<file path="src/verilog/usb_event_pkg.sv">
// Shared constants: register map, bit layout, responses, frame timing.
// Assumes a single 50 MHz device clock shared by every user of this package.
package usb_event_pkg;

  // ----------------------------------------------------------------------
  // Register map (byte addresses, one aligned word each)
  // ----------------------------------------------------------------------
  localparam int          ADDR_W        = 4;       // Decoded address width
  localparam logic [3:0]  OFS_STATUS    = 4'h0;    // Event status, read-only
  localparam logic [3:0]  OFS_MASK      = 4'h4;    // Interrupt mask
  localparam logic [3:0]  OFS_CONTROL   = 4'h8;    // Control bits
  localparam logic [3:0]  OFS_VECTOR    = 4'hc;    // Interrupt vector, write clears

  // ----------------------------------------------------------------------
  // Status and mask bit layout
  // ----------------------------------------------------------------------
  localparam int FLAG_W      = 8;   // Width of status and mask
  localparam int BIT_BUS_RST = 7;   // Bus reset seen
  localparam int BIT_SUSPEND = 6;   // Suspend seen
  localparam int BIT_RESUME  = 5;   // Resume seen
  localparam int BIT_SOF     = 4;   // Host start-of-frame
  localparam int BIT_PSEUDO_FRAME_FLAG    = 3;   // Pseudo start-of-frame
  localparam int BIT_SETUP   = 2;   // Setup stage done
  localparam int BIT_RSVD    = 1;   // Reserved, reads zero
  localparam int BIT_SETUP_OVERWRITE_FLAG   = 0;   // Setup buffer overwritten

  localparam logic [7:0] FLAG_RESET   = 8'h00;  // Flags after reset
  localparam logic [7:0] MASK_RESET   = 8'h00;  // Mask after reset
  localparam logic [7:0] LIVE_BITS    = 8'hfd;  // All but the reserved bit
  localparam int         BIT_FRST_EN  = 0;      // Control: reset output enable
  localparam logic       CTRL_RESET   = 1'b0;   // Control after reset

  // ----------------------------------------------------------------------
  // AXI4-Lite responses
  // ----------------------------------------------------------------------
  localparam logic [1:0] RESP_OKAY    = 2'h0;
  localparam logic [1:0] RESP_SLVERR  = 2'h2;

  // ----------------------------------------------------------------------
  // Frame timing
  // ----------------------------------------------------------------------
  localparam int CLK_FREQ_KHZ   = 50000;  // Device clock, 50 MHz
  localparam int PSEUDO_FRAME_FLAG_PERIOD_MS = 1;      // Nominal pseudo frame period
  localparam int PSEUDO_FRAME_FLAG_CYCLES    = PSEUDO_FRAME_FLAG_PERIOD_MS * CLK_FREQ_KHZ;

endpackage : usb_event_pkg

</file>
<file path="src/verilog/usb_event_status_flags.sv">
// USB event status block: sticky event flags, mask, interrupt, reset output
// and an AXI4-Lite slave giving software access to them.
// Assumes all event inputs are synchronous to clk, pulses last one cycle.
//
// Contract
// RULE1 - Reset output follows bus reset when enabled
// RULE2 - Bus reset sets flag, resets USB logic
// RULE3 - Suspend detect sets bit 6
// RULE4 - Resume detect sets bit 5
// RULE5 - Every host frame sets bit 4
// RULE6 - Unlocked timer sets pseudo frame bit 3
// RULE7 - Pseudo frames every nominal 1 ms
// RULE8 - Completed setup stage sets bit 2
// RULE9 - Setup buffer overwrite sets bit 0
// RULE10 - Overwrite: new setup before old completes
// RULE11 - Vector register write clears all flags
// RULE12 - Status writes never change flags
// RULE13 - Reserved bit 1 always reads zero
// RULE14 - Interrupt only for masked-in flags
//
// Design decisions made here: the address map and the AXI4-Lite slave port.
`timescale 1ns/1ps
module usb_event_status_flags #(
  parameter int PSEUDO_FRAME_FLAG_PERIOD_CYCLES = usb_event_pkg::PSEUDO_FRAME_FLAG_CYCLES  // Pseudo frame period
) (
  // Clock and reset
  input  wire logic        clk,
  input  wire logic        nrst,
  // AXI4-Lite write address
  input  wire logic [31:0] s_axi_awaddr,
  input  wire logic        s_axi_awvalid,
  output logic             s_axi_awready,
  // AXI4-Lite write data
  input  wire logic [31:0] s_axi_wdata,
  input  wire logic [3:0]  s_axi_wstrb,
  input  wire logic        s_axi_wvalid,
  output logic             s_axi_wready,
  // AXI4-Lite write response
  output logic [1:0]       s_axi_bresp,
  output logic             s_axi_bvalid,
  input  wire logic        s_axi_bready,
  // AXI4-Lite read address
  input  wire logic [31:0] s_axi_araddr,
  input  wire logic        s_axi_arvalid,
  output logic             s_axi_arready,
  // AXI4-Lite read data
  output logic [31:0]      s_axi_rdata,
  output logic [1:0]       s_axi_rresp,
  output logic             s_axi_rvalid,
  input  wire logic        s_axi_rready,
  // Events from serial engine, frame logic and suspend/resume logic
  input  wire logic        busResetActive,   // Level, high during bus reset
  input  wire logic        suspendDetect,    // Pulse, suspend condition
  input  wire logic        resumeDetect,     // Pulse, resume condition
  input  wire logic        hostSofDetect,    // Pulse, host frame packet
  input  wire logic        frameLocked,      // Level, timer locked to host
  input  wire logic        setupDone,        // Pulse, setup stage completed
  input  wire logic        controlDone,      // Pulse, control transfer ended
  // Outputs to the rest of the device
  output logic             usbLogicReset,    // Resets engine, buffers, timer
  output logic             resetOutputPin,   // Device reset output, high active
  output logic             irq               // Level interrupt
);

  // ----------------------------------------------------------------------
  // Declarations
  // ----------------------------------------------------------------------
  logic [7:0]  mask_reg;          // Interrupt mask
  logic [7:0]  mask_next;
  logic        frstEn_reg;        // Function reset enable
  logic        frstEn_next;
  logic        rstSeen_reg;       // Bus reset level, one cycle late
  logic        rstSeen_next;
  logic        rstPin_reg;        // Registered reset output
  logic        rstPin_next;
  logic        xferOpen_reg;      // Control transfer under way
  logic        xferOpen_next;
  logic        awHeld_reg;        // Write address captured
  logic        awHeld_next;
  logic [3:0]  awAddr_reg;
  logic [3:0]  awAddr_next;
  logic        wHeld_reg;         // Write data captured
  logic        wHeld_next;
  logic [31:0] wData_reg;
  logic [31:0] wData_next;
  logic [3:0]  wStrb_reg;
  logic [3:0]  wStrb_next;
  logic        bValid_reg;
  logic        bValid_next;
  logic [1:0]  bResp_reg;
  logic [1:0]  bResp_next;
  logic        rValid_reg;
  logic        rValid_next;
  logic [31:0] rData_reg;
  logic [31:0] rData_next;
  logic [1:0]  rResp_reg;
  logic [1:0]  rResp_next;

  logic        busResetRise;      // First cycle of a bus reset
  logic        pseudoSof;         // From frame timer
  logic        overwrite;         // Setup buffer overwritten
  logic        doWrite;           // Both write halves present
  logic        doRead;            // Read address taken
  logic        vectorWrite;       // Clears every flag
  logic        statusRead;        // Read of status clears it
  logic        clearFlags;
  logic [7:0]  setPulse;
  logic [7:0]  flags;
  logic [3:0]  arAddr;

  // ----------------------------------------------------------------------
  // Event conditioning
  // ----------------------------------------------------------------------
  // Edge of bus reset sets the flag once per reset, not every cycle
  assign busResetRise = busResetActive & ~rstSeen_reg;  // [RULE2]
  // New setup landing while the previous transfer is still open
  assign overwrite    = setupDone & xferOpen_reg;       // [RULE10]

  // Flag set vector, reserved position held at zero
  always_comb begin
    setPulse                              = '0;
    setPulse[usb_event_pkg::BIT_BUS_RST]  = busResetRise;   // [RULE2]
    setPulse[usb_event_pkg::BIT_SUSPEND]  = suspendDetect;  // [RULE3]
    setPulse[usb_event_pkg::BIT_RESUME]   = resumeDetect;   // [RULE4]
    setPulse[usb_event_pkg::BIT_SOF]      = hostSofDetect;  // Even unlocked [RULE5]
    setPulse[usb_event_pkg::BIT_PSEUDO_FRAME_FLAG]     = pseudoSof;      // [RULE6]
    setPulse[usb_event_pkg::BIT_SETUP]    = setupDone;      // [RULE8]
    setPulse[usb_event_pkg::BIT_SETUP_OVERWRITE_FLAG]    = overwrite;      // [RULE9]
  end

  // Transfer tracker and reset edge
  always_comb begin
    rstSeen_next  = busResetActive;
    xferOpen_next = xferOpen_reg;
    if (busResetActive) begin
      // Bus reset abandons any transfer in flight
      xferOpen_next = 1'b0;
    end else if (setupDone) begin
      xferOpen_next = 1'b1;
    end else if (controlDone) begin
      xferOpen_next = 1'b0;
    end
  end

  // Reset output follows bus reset only while enabled
  always_comb begin
    rstPin_next = frstEn_reg & busResetActive;  // [RULE1]
  end

  // ----------------------------------------------------------------------
  // Submodules
  // ----------------------------------------------------------------------
  // Local frame timer, restarted by bus reset
  frame_timer #(
    .PERIOD_CYCLES (PSEUDO_FRAME_FLAG_PERIOD_CYCLES)
  ) u_frame_timer (
    .clk         (clk),
    .nrst        (nrst),
    .restart     (busResetActive),   // [RULE2]
    .hostSof     (hostSofDetect),
    .frameLocked (frameLocked),
    .pseudoSof   (pseudoSof)
  );

  // Sticky status flags
  event_flag_bank #(
    .WIDTH (usb_event_pkg::FLAG_W),
    .LIVE  (usb_event_pkg::LIVE_BITS)
  ) u_flags (
    .clk      (clk),
    .nrst     (nrst),
    .setPulse (setPulse),
    .clearAll (clearFlags),
    .flags    (flags)
  );

  // ----------------------------------------------------------------------
  // Bus decode
  // ----------------------------------------------------------------------
  assign arAddr      = s_axi_araddr[3:0];
  assign doWrite     = awHeld_reg & wHeld_reg & ~bValid_reg;
  assign doRead      = s_axi_arvalid & s_axi_arready;
  assign vectorWrite = doWrite & (awAddr_reg == usb_event_pkg::OFS_VECTOR);  // [RULE11]
  assign statusRead  = doRead & (arAddr == usb_event_pkg::OFS_STATUS);
  // A status offset write is accepted but feeds no flag clear [RULE12]
  assign clearFlags  = vectorWrite | statusRead;

  // Write channel capture and register update
  always_comb begin
    awHeld_next = awHeld_reg;
    awAddr_next = awAddr_reg;
    wHeld_next  = wHeld_reg;
    wData_next  = wData_reg;
    wStrb_next  = wStrb_reg;
    bValid_next = bValid_reg;
    bResp_next  = bResp_reg;
    mask_next   = mask_reg;
    frstEn_next = frstEn_reg;
    // Address and data are taken independently, in either order
    if (s_axi_awvalid && s_axi_awready) begin
      awHeld_next = 1'b1;
      awAddr_next = s_axi_awaddr[3:0];
    end
    if (s_axi_wvalid && s_axi_wready) begin
      wHeld_next = 1'b1;
      wData_next = s_axi_wdata;
      wStrb_next = s_axi_wstrb;
    end
    if (doWrite) begin
      awHeld_next = 1'b0;
      wHeld_next  = 1'b0;
      bValid_next = 1'b1;
      bResp_next  = usb_event_pkg::RESP_OKAY;
      case (awAddr_reg)
        usb_event_pkg::OFS_STATUS: begin
          // Accepted but ignored, flags are read-only [RULE12]
        end
        usb_event_pkg::OFS_MASK: begin
          if (wStrb_reg[0]) begin
            mask_next = wData_reg[7:0] & usb_event_pkg::LIVE_BITS;  // [RULE13]
          end
        end
        usb_event_pkg::OFS_CONTROL: begin
          if (wStrb_reg[0]) begin
            frstEn_next = wData_reg[usb_event_pkg::BIT_FRST_EN];
          end
        end
        usb_event_pkg::OFS_VECTOR: begin
          // Data ignored, the write itself clears the flags
        end
        default: begin
          bResp_next = usb_event_pkg::RESP_SLVERR;  // Unmapped
        end
      endcase
    end else if (bValid_reg && s_axi_bready) begin
      bValid_next = 1'b0;
    end
  end

  // Read channel, data registered at address handshake
  always_comb begin
    rValid_next = rValid_reg;
    rData_next  = rData_reg;
    rResp_next  = rResp_reg;
    if (doRead) begin
      rValid_next = 1'b1;
      rData_next  = '0;
      rResp_next  = usb_event_pkg::RESP_OKAY;
      case (arAddr)
        usb_event_pkg::OFS_STATUS:  rData_next[7:0] = flags;    // Bit 1 is zero [RULE13]
        usb_event_pkg::OFS_MASK:    rData_next[7:0] = mask_reg;
        usb_event_pkg::OFS_CONTROL: rData_next[usb_event_pkg::BIT_FRST_EN] = frstEn_reg;
        usb_event_pkg::OFS_VECTOR:  rData_next[7:0] = flags & mask_reg;
        default:                    rResp_next = usb_event_pkg::RESP_SLVERR;
      endcase
    end else if (rValid_reg && s_axi_rready) begin
      rValid_next = 1'b0;
    end
  end

  // ----------------------------------------------------------------------
  // Registers
  // ----------------------------------------------------------------------
  always_ff @(posedge clk or negedge nrst) begin
    if (!nrst) begin
      mask_reg     <= usb_event_pkg::MASK_RESET;
      frstEn_reg   <= usb_event_pkg::CTRL_RESET;
      rstSeen_reg  <= 1'b0;
      rstPin_reg   <= 1'b0;
      xferOpen_reg <= 1'b0;
      awHeld_reg   <= 1'b0;
      awAddr_reg   <= '0;
      wHeld_reg    <= 1'b0;
      wData_reg    <= '0;
      wStrb_reg    <= '0;
      bValid_reg   <= 1'b0;
      bResp_reg    <= usb_event_pkg::RESP_OKAY;
      rValid_reg   <= 1'b0;
      rData_reg    <= '0;
      rResp_reg    <= usb_event_pkg::RESP_OKAY;
    end else begin
      mask_reg     <= mask_next;
      frstEn_reg   <= frstEn_next;
      rstSeen_reg  <= rstSeen_next;
      rstPin_reg   <= rstPin_next;
      xferOpen_reg <= xferOpen_next;
      awHeld_reg   <= awHeld_next;
      awAddr_reg   <= awAddr_next;
      wHeld_reg    <= wHeld_next;
      wData_reg    <= wData_next;
      wStrb_reg    <= wStrb_next;
      bValid_reg   <= bValid_next;
      bResp_reg    <= bResp_next;
      rValid_reg   <= rValid_next;
      rData_reg    <= rData_next;
      rResp_reg    <= rResp_next;
    end
  end

  // ----------------------------------------------------------------------
  // Outputs
  // ----------------------------------------------------------------------
  // One outstanding write: halves refused until the response is taken
  assign s_axi_awready = ~awHeld_reg & ~bValid_reg;
  assign s_axi_wready  = ~wHeld_reg & ~bValid_reg;
  assign s_axi_bvalid  = bValid_reg;
  assign s_axi_bresp   = bResp_reg;
  assign s_axi_arready = ~rValid_reg;
  assign s_axi_rvalid  = rValid_reg;
  assign s_axi_rdata   = rData_reg;
  assign s_axi_rresp   = rResp_reg;
  // Held for the whole bus reset so downstream blocks stay reset [RULE2]
  assign usbLogicReset = rstSeen_reg;
  assign resetOutputPin = rstPin_reg;  // [RULE1]
  // Level interrupt from unmasked flags only [RULE14]
  assign irq = |(flags & mask_reg);

endmodule : usb_event_status_flags

</file>
<file path="src/verilog/frame_timer.sv">
// Free-running local frame timer that makes pseudo start-of-frame pulses.
// Assumes host frame pulses are synchronous one-cycle pulses; restart is a synchronous level held for the bus reset.
`timescale 1ns/1ps
module frame_timer #(
  parameter int PERIOD_CYCLES = usb_event_pkg::PSEUDO_FRAME_FLAG_CYCLES
) (
  // Clock and reset
  input  wire logic clk,
  input  wire logic nrst,
  // Control
  input  wire logic restart,       // Bus reset returns timer to start
  input  wire logic hostSof,       // Host frame realigns the count
  input  wire logic frameLocked,   // Timer tracks host frames
  // Event out
  output logic      pseudoSof      // One-cycle pseudo frame pulse
);

  localparam int CW = $clog2(PERIOD_CYCLES + 1);
  localparam logic [CW-1:0] LAST = CW'(PERIOD_CYCLES - 1);

  logic [CW-1:0] count_reg;   // Cycles into current frame
  logic [CW-1:0] count_next;
  logic          pulse_reg;   // Registered pseudo frame pulse
  logic          pulse_next;

  // ----------------------------------------------------------------------
  // Next count and pulse
  // ----------------------------------------------------------------------
  always_comb begin
    count_next = count_reg + 1'b1;
    pulse_next = 1'b0;
    if (restart || hostSof) begin
      // Host frame restarts the period so no pseudo frame doubles it
      count_next = '0;
    end else if (count_reg == LAST) begin
      count_next = '0;
      pulse_next = !frameLocked;   // Only artificial while unlocked [RULE6] [RULE7]
    end
  end

  // Registers
  always_ff @(posedge clk or negedge nrst) begin
    if (!nrst) begin
      count_reg <= '0;
      pulse_reg <= 1'b0;
    end else begin
      count_reg <= count_next;
      pulse_reg <= pulse_next;
    end
  end

  assign pseudoSof = pulse_reg;

endmodule : frame_timer

</file>
<file path="src/verilog/event_flag_bank.sv">
// Bank of sticky event flags, one per live bit, with a common clear.
// Assumes set pulses and clear are synchronous to clk.
`timescale 1ns/1ps
module event_flag_bank #(
  parameter int                WIDTH = usb_event_pkg::FLAG_W,
  parameter logic [WIDTH-1:0]  LIVE  = usb_event_pkg::LIVE_BITS
) (
  // Clock and reset
  input  wire logic             clk,
  input  wire logic             nrst,
  // Events
  input  wire logic [WIDTH-1:0] setPulse,   // Hardware event per bit
  input  wire logic             clearAll,   // Software clear of every bit
  // State
  output logic      [WIDTH-1:0] flags       // Sticky flag values
);

  logic [WIDTH-1:0] flag_reg;
  logic [WIDTH-1:0] flag_next;

  // ----------------------------------------------------------------------
  // One sticky cell per live bit, reserved bits tied to zero
  // ----------------------------------------------------------------------
  genvar i;
  generate
    for (i = 0; i < WIDTH; i++) begin : g_flag
      if (LIVE[i]) begin : g_live
        // Set beats clear so an event in the clearing cycle survives
        always_comb begin
          flag_next[i] = setPulse[i] | (flag_reg[i] & ~clearAll);
        end
      end else begin : g_rsvd
        // Reserved position never holds a one [RULE13]
        always_comb begin
          flag_next[i] = 1'b0;
        end
      end
    end
  endgenerate

  // Registers
  always_ff @(posedge clk or negedge nrst) begin
    if (!nrst) begin
      flag_reg <= '0;
    end else begin
      flag_reg <= flag_next;
    end
  end

  assign flags = flag_reg;

endmodule : event_flag_bank

</file>
<file path="config.mk">
export PLATFORM = sky130hd
export DESIGN_NAME = usb_event_status_flags
export DESIGN_NICKNAME = d
export VERILOG_FILES = /design/src/verilog/usb_event_pkg.sv /design/src/verilog/usb_event_status_flags.sv /design/src/verilog/frame_timer.sv /design/src/verilog/event_flag_bank.sv
export SDC_FILE = /design/constraint.sdc
export NUM_CORES = 1
export LEC_CHECK = 0
export BUFFER_PORTS_ARGS = -buffer_cell sky130_fd_sc_hd__clkbuf_2
export CAP_MARGIN = 20
export CORE_ASPECT_RATIO = 0.75
export CORE_MARGIN = 4
export CORE_UTILIZATION = 48
export DETAILED_ROUTE_END_ITERATION = 16
export PLACE_DENSITY = 0.92
export SLEW_MARGIN = 20
export SYNTH_ARGS = -nofsm -noshare
export SYNTH_HDL_FRONTEND = slang
export SYNTH_SLANG_ARGS = --single-unit
</file>
<file path="constraint.sdc">
create_clock -name clk -period 4.3 [get_ports clk]
set_input_delay 0.215 -clock clk [delete_from_list [all_inputs] [get_ports clk]]
set_output_delay 0.215 -clock clk [all_outputs]
set_load 0.01 [all_outputs]
</file>
After elaboration in Yosys (flattened, before gate mapping):

Cells that the tools add are included.

* add/subtract/negate cells: 1
* equality and inequality tests: 7
* mux-type cells: 19
* bitwise gates (word level): 32
* reduce and logical (&&, ||, !) cells: 18

Operators by type and width (count)
* 2-to-1 mux 16 bit: 2
* one-hot mux 7 bit (3 select lines): 1
* AND 1 bit: 17
* adder 16 x 1 -> 16 bit, second input constant: 1
* == test 16 bit, second input constant: 1
* == test 4 bit, second input constant: 4
* 2-to-1 mux 1 bit: 13
* AND 8 bit: 1
* == test 4 x 3 -> 1 bit, second input constant: 2
* logical NOT 4 bit: 2
* bitwise OR 1 bit: 8
* nonzero test 2 bit: 4
* OR reduction 4 bit: 2
* OR reduction 8 bit: 1
* inverter 1 bit: 6
* AND reduction 3 bit: 2
* logical AND 1 bit: 4
* 2-to-1 mux 2 bit: 2
* one-hot mux 1 bit (4 select lines): 1
* nonzero test 3 bit: 1
* logical NOT 1 bit: 1
* logical OR 1 bit: 1

* bits in registers: 64
* input port bits: 114
* output and inout bits: 44
* logic and storage cells: 95

Depth between registers and ports, before layout:

* depth after elaboration: 7
* mapped depth: 5
* mapped depth without buffers: 5

Hierarchy:

From an unflattened synthesis, not the netlist that was laid out.

* cells, all modules: 259
* area, all modules: 2975.4 sq um

Modules (own cells, without submodules)
* usb_event_status_flags: times used 1, cells each 161, area an instance 1843.0 sq um, sequential area each 925.9 sq um
* frame_timer: times used 1, cells each 81, area an instance 889.6 sq um, sequential area each 425.4 sq um
* event_flag_bank: times used 1, cells each 17, area an instance 242.7 sq um, sequential area each 175.2 sq um

Worst setup path after synthesis:

No wires, ideal clock.

* kind: register to register
* start point: register u_frame_timer.count_reg[11]
* end point: register u_frame_timer.count_reg[1]
* arrival time: 1.528 ns
* required time: 4.180 ns
* setup slack: 2.653 ns
* cell stages (with the launch flop): 4
* cells stage by stage: dfrtp_1 or3_4 or4_4 and3_1

* longest elaborated chain between the ends: 3

RTL lines
* from (decl): line frame_timer.sv:21 `logic [CW-1:0] count_reg;`
* from (signal assigned): line frame_timer.sv:47 `count_reg <= count_next;`
* == test 16 bit: line frame_timer.sv:35 `end else if (count_reg == LAST) begin`
* 2-to-1 mux 16 bit: line frame_timer.sv:35
* 2-to-1 mux 16 bit: line frame_timer.sv:32 `if (restart || hostSof) begin`
* via u_frame_timer.count_next[1]: line frame_timer.sv:22 `logic [CW-1:0] count_next;`

The timed path passes the listed nets, and every way through them passes these cells.
A chain may end at the register's enable or synchronous reset.

Worst setup path in the final report:

* start point: register u_frame_timer.count_reg[12]
* end point: register u_frame_timer.count_reg[5]

Same word-level chain as after synthesis.

==> reports/qor.txt <==
DR top layer -> met4
final wirelength -> 5.89 mm
Yosys cell types -> 43
min Tclk post-route -> 1990 ps
CTS sink count -> 60
final instance area -> 3320 sq um
Post-CTS Setup Bufs -> 0
PortBufs -> 46
Max VDD drop -> 0.300 mV
hold_ws -> 15.8 ps
cts repair resizes -> 0
Total GRT Usage -> 0.171
area delta synth->final -> 15.9%
reg2reg start -> u_frame_timer.count_reg[12]
P_leak -> 1.55 nW
startpoint class of the critical path -> register
worst-path maximum fanout -> 15
critical path class -> register to register
FP Rows -> 24
Mean Syn Cell Area -> 11.4 sq um
pwr/cell area -> 548 nW/um^2
drt wl/cell -> 15.2 um
Hold Buf Count CTS -> 0
Final Slew Violations -> 0
crit-path cells -> nor4b_2 -> nand3_2 -> o41ai_4 -> nor2_1
met2 WL -> 2.74 mm
Rel. slew slack -> 0.449
CTS Buffer Depth -> 2
Placer Congestion -> 0.925
Synth Cell Area -> 2860 sq um
Max-cap violations -> 0
Seq cells post-synth -> 60
met1 WL -> 2.53 mm
worst skew pair latency -> 340 ps
Hold WC Path Type -> primary input to async pin
f_max -> 0.502 GHz
antenna cell count -> 0
number of flops mapped to enable cells by yosys -> 0
Top delay family on crit path -> compound AO/OA/AOI/OAI gates
Synth Flop Type -> dfrtp_1
IO Pins -> 158
Syn Inst Count -> 251
yosys warns -> 0
Residual DRC -> 0
initial antenna violation count -> 0
Initial Util -> 0.494
routed vias/inst -> 5.27
chip height -> 74.9 um
worst endpoint required time -> 4490 ps
Die ar. -> 7270 sq um
CTS buffer count -> 9
DRT antenna net count -> 0
Clock Root Buffer -> clkbuf_8
Fin Setup TNS -> 0 ps
clock-pin slew on the worst setup and hold paths -> 70 ps
largest net degree at the start of global routing -> 61
H-tree depth -> 3
Placed Area -> 3070 sq um
Worst EP arrival -> 2190 ps
RSZ-0062 raised after global routing -> no
width of the die -> 97.1 um
reg-to-reg slack, setup -> 2310 ps
# setup viols final -> 0
dpl ws -> 2370 ps
buffers and inverters on the worst path -> 0
final hold vios -> 0
crit-path max cell delay -> 780 ps
routed via count -> 2,041
ys async rst share -> 1.00
Worst Reg2Reg Path Length in Cells -> 4
hpwl dp -> 4.25 mm
Critical-path top delay cell -> o41ai_4
Remaining Overflow, GRT -> 0
vias in the first global route -> 2,024
Initial DRT Pass Iterations -> 4
core area -> 5800 sq um
commonest cells after routing, fill and taps aside -> 60 x dfrtp_1, 46 x clkbuf_2, 27 x nor2_1, 27 x conb_1, 20 x mux2_2
Fin Clk Skew -> 5.33 ps
number of flip-flops in the largest register -> 16
TritonCTS clock tree -> done
fin nets -> 419
commonest non-fill, non-tap cell in the layout -> dfrtp_1
sequential area share after synthesis -> 0.525
ratio of cells with drive above 1 in the final layout -> 0.291
status -> finished, final reports clean
Final Worst Setup Slack -> 2310 ps
drt first-iter violations -> 130
Final Power -> 1.82 mW
FF-to-FF End -> u_frame_timer.count_reg[5]
Detail Route met3 WL -> 400 um
Worst Tran Pin Value -> 814 ps
Critical Path End Type -> register
Final Cycle Share -> 0.464
first-pass GRT wire length -> 9.55 mm
## cells in the mapped netlist, types with 2 or more instances
library cell   n  area share
dfrtp_1       60        0.52
nor3_1         5      0.0087
mux2_2        20       0.079
nand4_1        5       0.011
o21ai_0        9       0.016
a22o_1         8       0.024
buf_4         27       0.071
a22oi_1        2      0.0052
nand3_1       12       0.021
inv_1         10       0.013
a21oi_1        4      0.0070
nand4b_1       2      0.0061
xnor2_1       11       0.034
a21o_1         5       0.013
nand2_1        5      0.0066
nor2_1        27       0.035
xor2_1         3      0.0092
and2_1         2      0.0044
nor4_1         4      0.0087
mux2i_1        7       0.024
## layer usage
layer / GRT usage / vias up
met1: 0.218 / 997
met3: 0.0583 / 17
met4: 0.0997 / 0
met2: 0.261 / 82
li1: - / 945
met5: 0 / -
## per-stage QoR
stage | instances | utilization
2_1_floorplan | 277 | -
3_3_place_gp | 371 | 0.529
3_5_place_dp | 371 | 0.529
4_1_cts | 387 | 0.572
5_1_grt | 387 | 0.572
6_report | 387 | 0.572
## worst register-to-register path: stages (launching register included)
cell     delay, ps
dfrtp_1        440
nor4b_2        350
nand3_2        150
o41ai_4        780
nor2_1         120
## power by group
group	switching [mW]	internal (mW)
logic	0.184	0.195
registers	0.122	0.697
clock network	0.220	0.400
## cells by family after synthesis
family / after synthesis / synth area share
and+or+nand+nor: 74 / 0.143
DFF: 60 / 0.525
buffers and inverters: 41 / 0.0923
AOI/OAI and AO/OA: 33 / 0.0875
muxes: 27 / 0.103
xor gates and xnor gates: 14 / 0.0429
adders and majority gates: 1 / 0.00437
other: 1 / 0.00131
## how the worst max path moves through the flow
stage	from	endpoint	slack [ps]	cells after the start
2_1_floorplan	u_frame_timer.count_reg[11]	u_frame_timer.count_reg[1]	2650	3
3_3_place_gp	u_frame_timer.count_reg[12]	u_frame_timer.count_reg[14]	2390	4
3_5_place_dp	u_frame_timer.count_reg[12]	u_frame_timer.count_reg[3]	2370	4
4_1_cts	u_frame_timer.count_reg[12]	u_frame_timer.count_reg[5]	2310	4
5_1_grt	u_frame_timer.count_reg[12]	u_frame_timer.count_reg[14]	2120	4
6_report	u_frame_timer.count_reg[12]	u_frame_timer.count_reg[5]	2310	4
## cell type report
cell class,count,area [sq um]
Inverter,10,37.5
Clock inverter,6,111
Clock buffer,10,138
Tap cell,78,97.6
Sequential cell,60,1500
Multi-Input combinational cell,176,1190
Fill cell,466,2480
Timing Repair Buffer,47,238
Note: power is estimated with default switching activity, not from simulation.
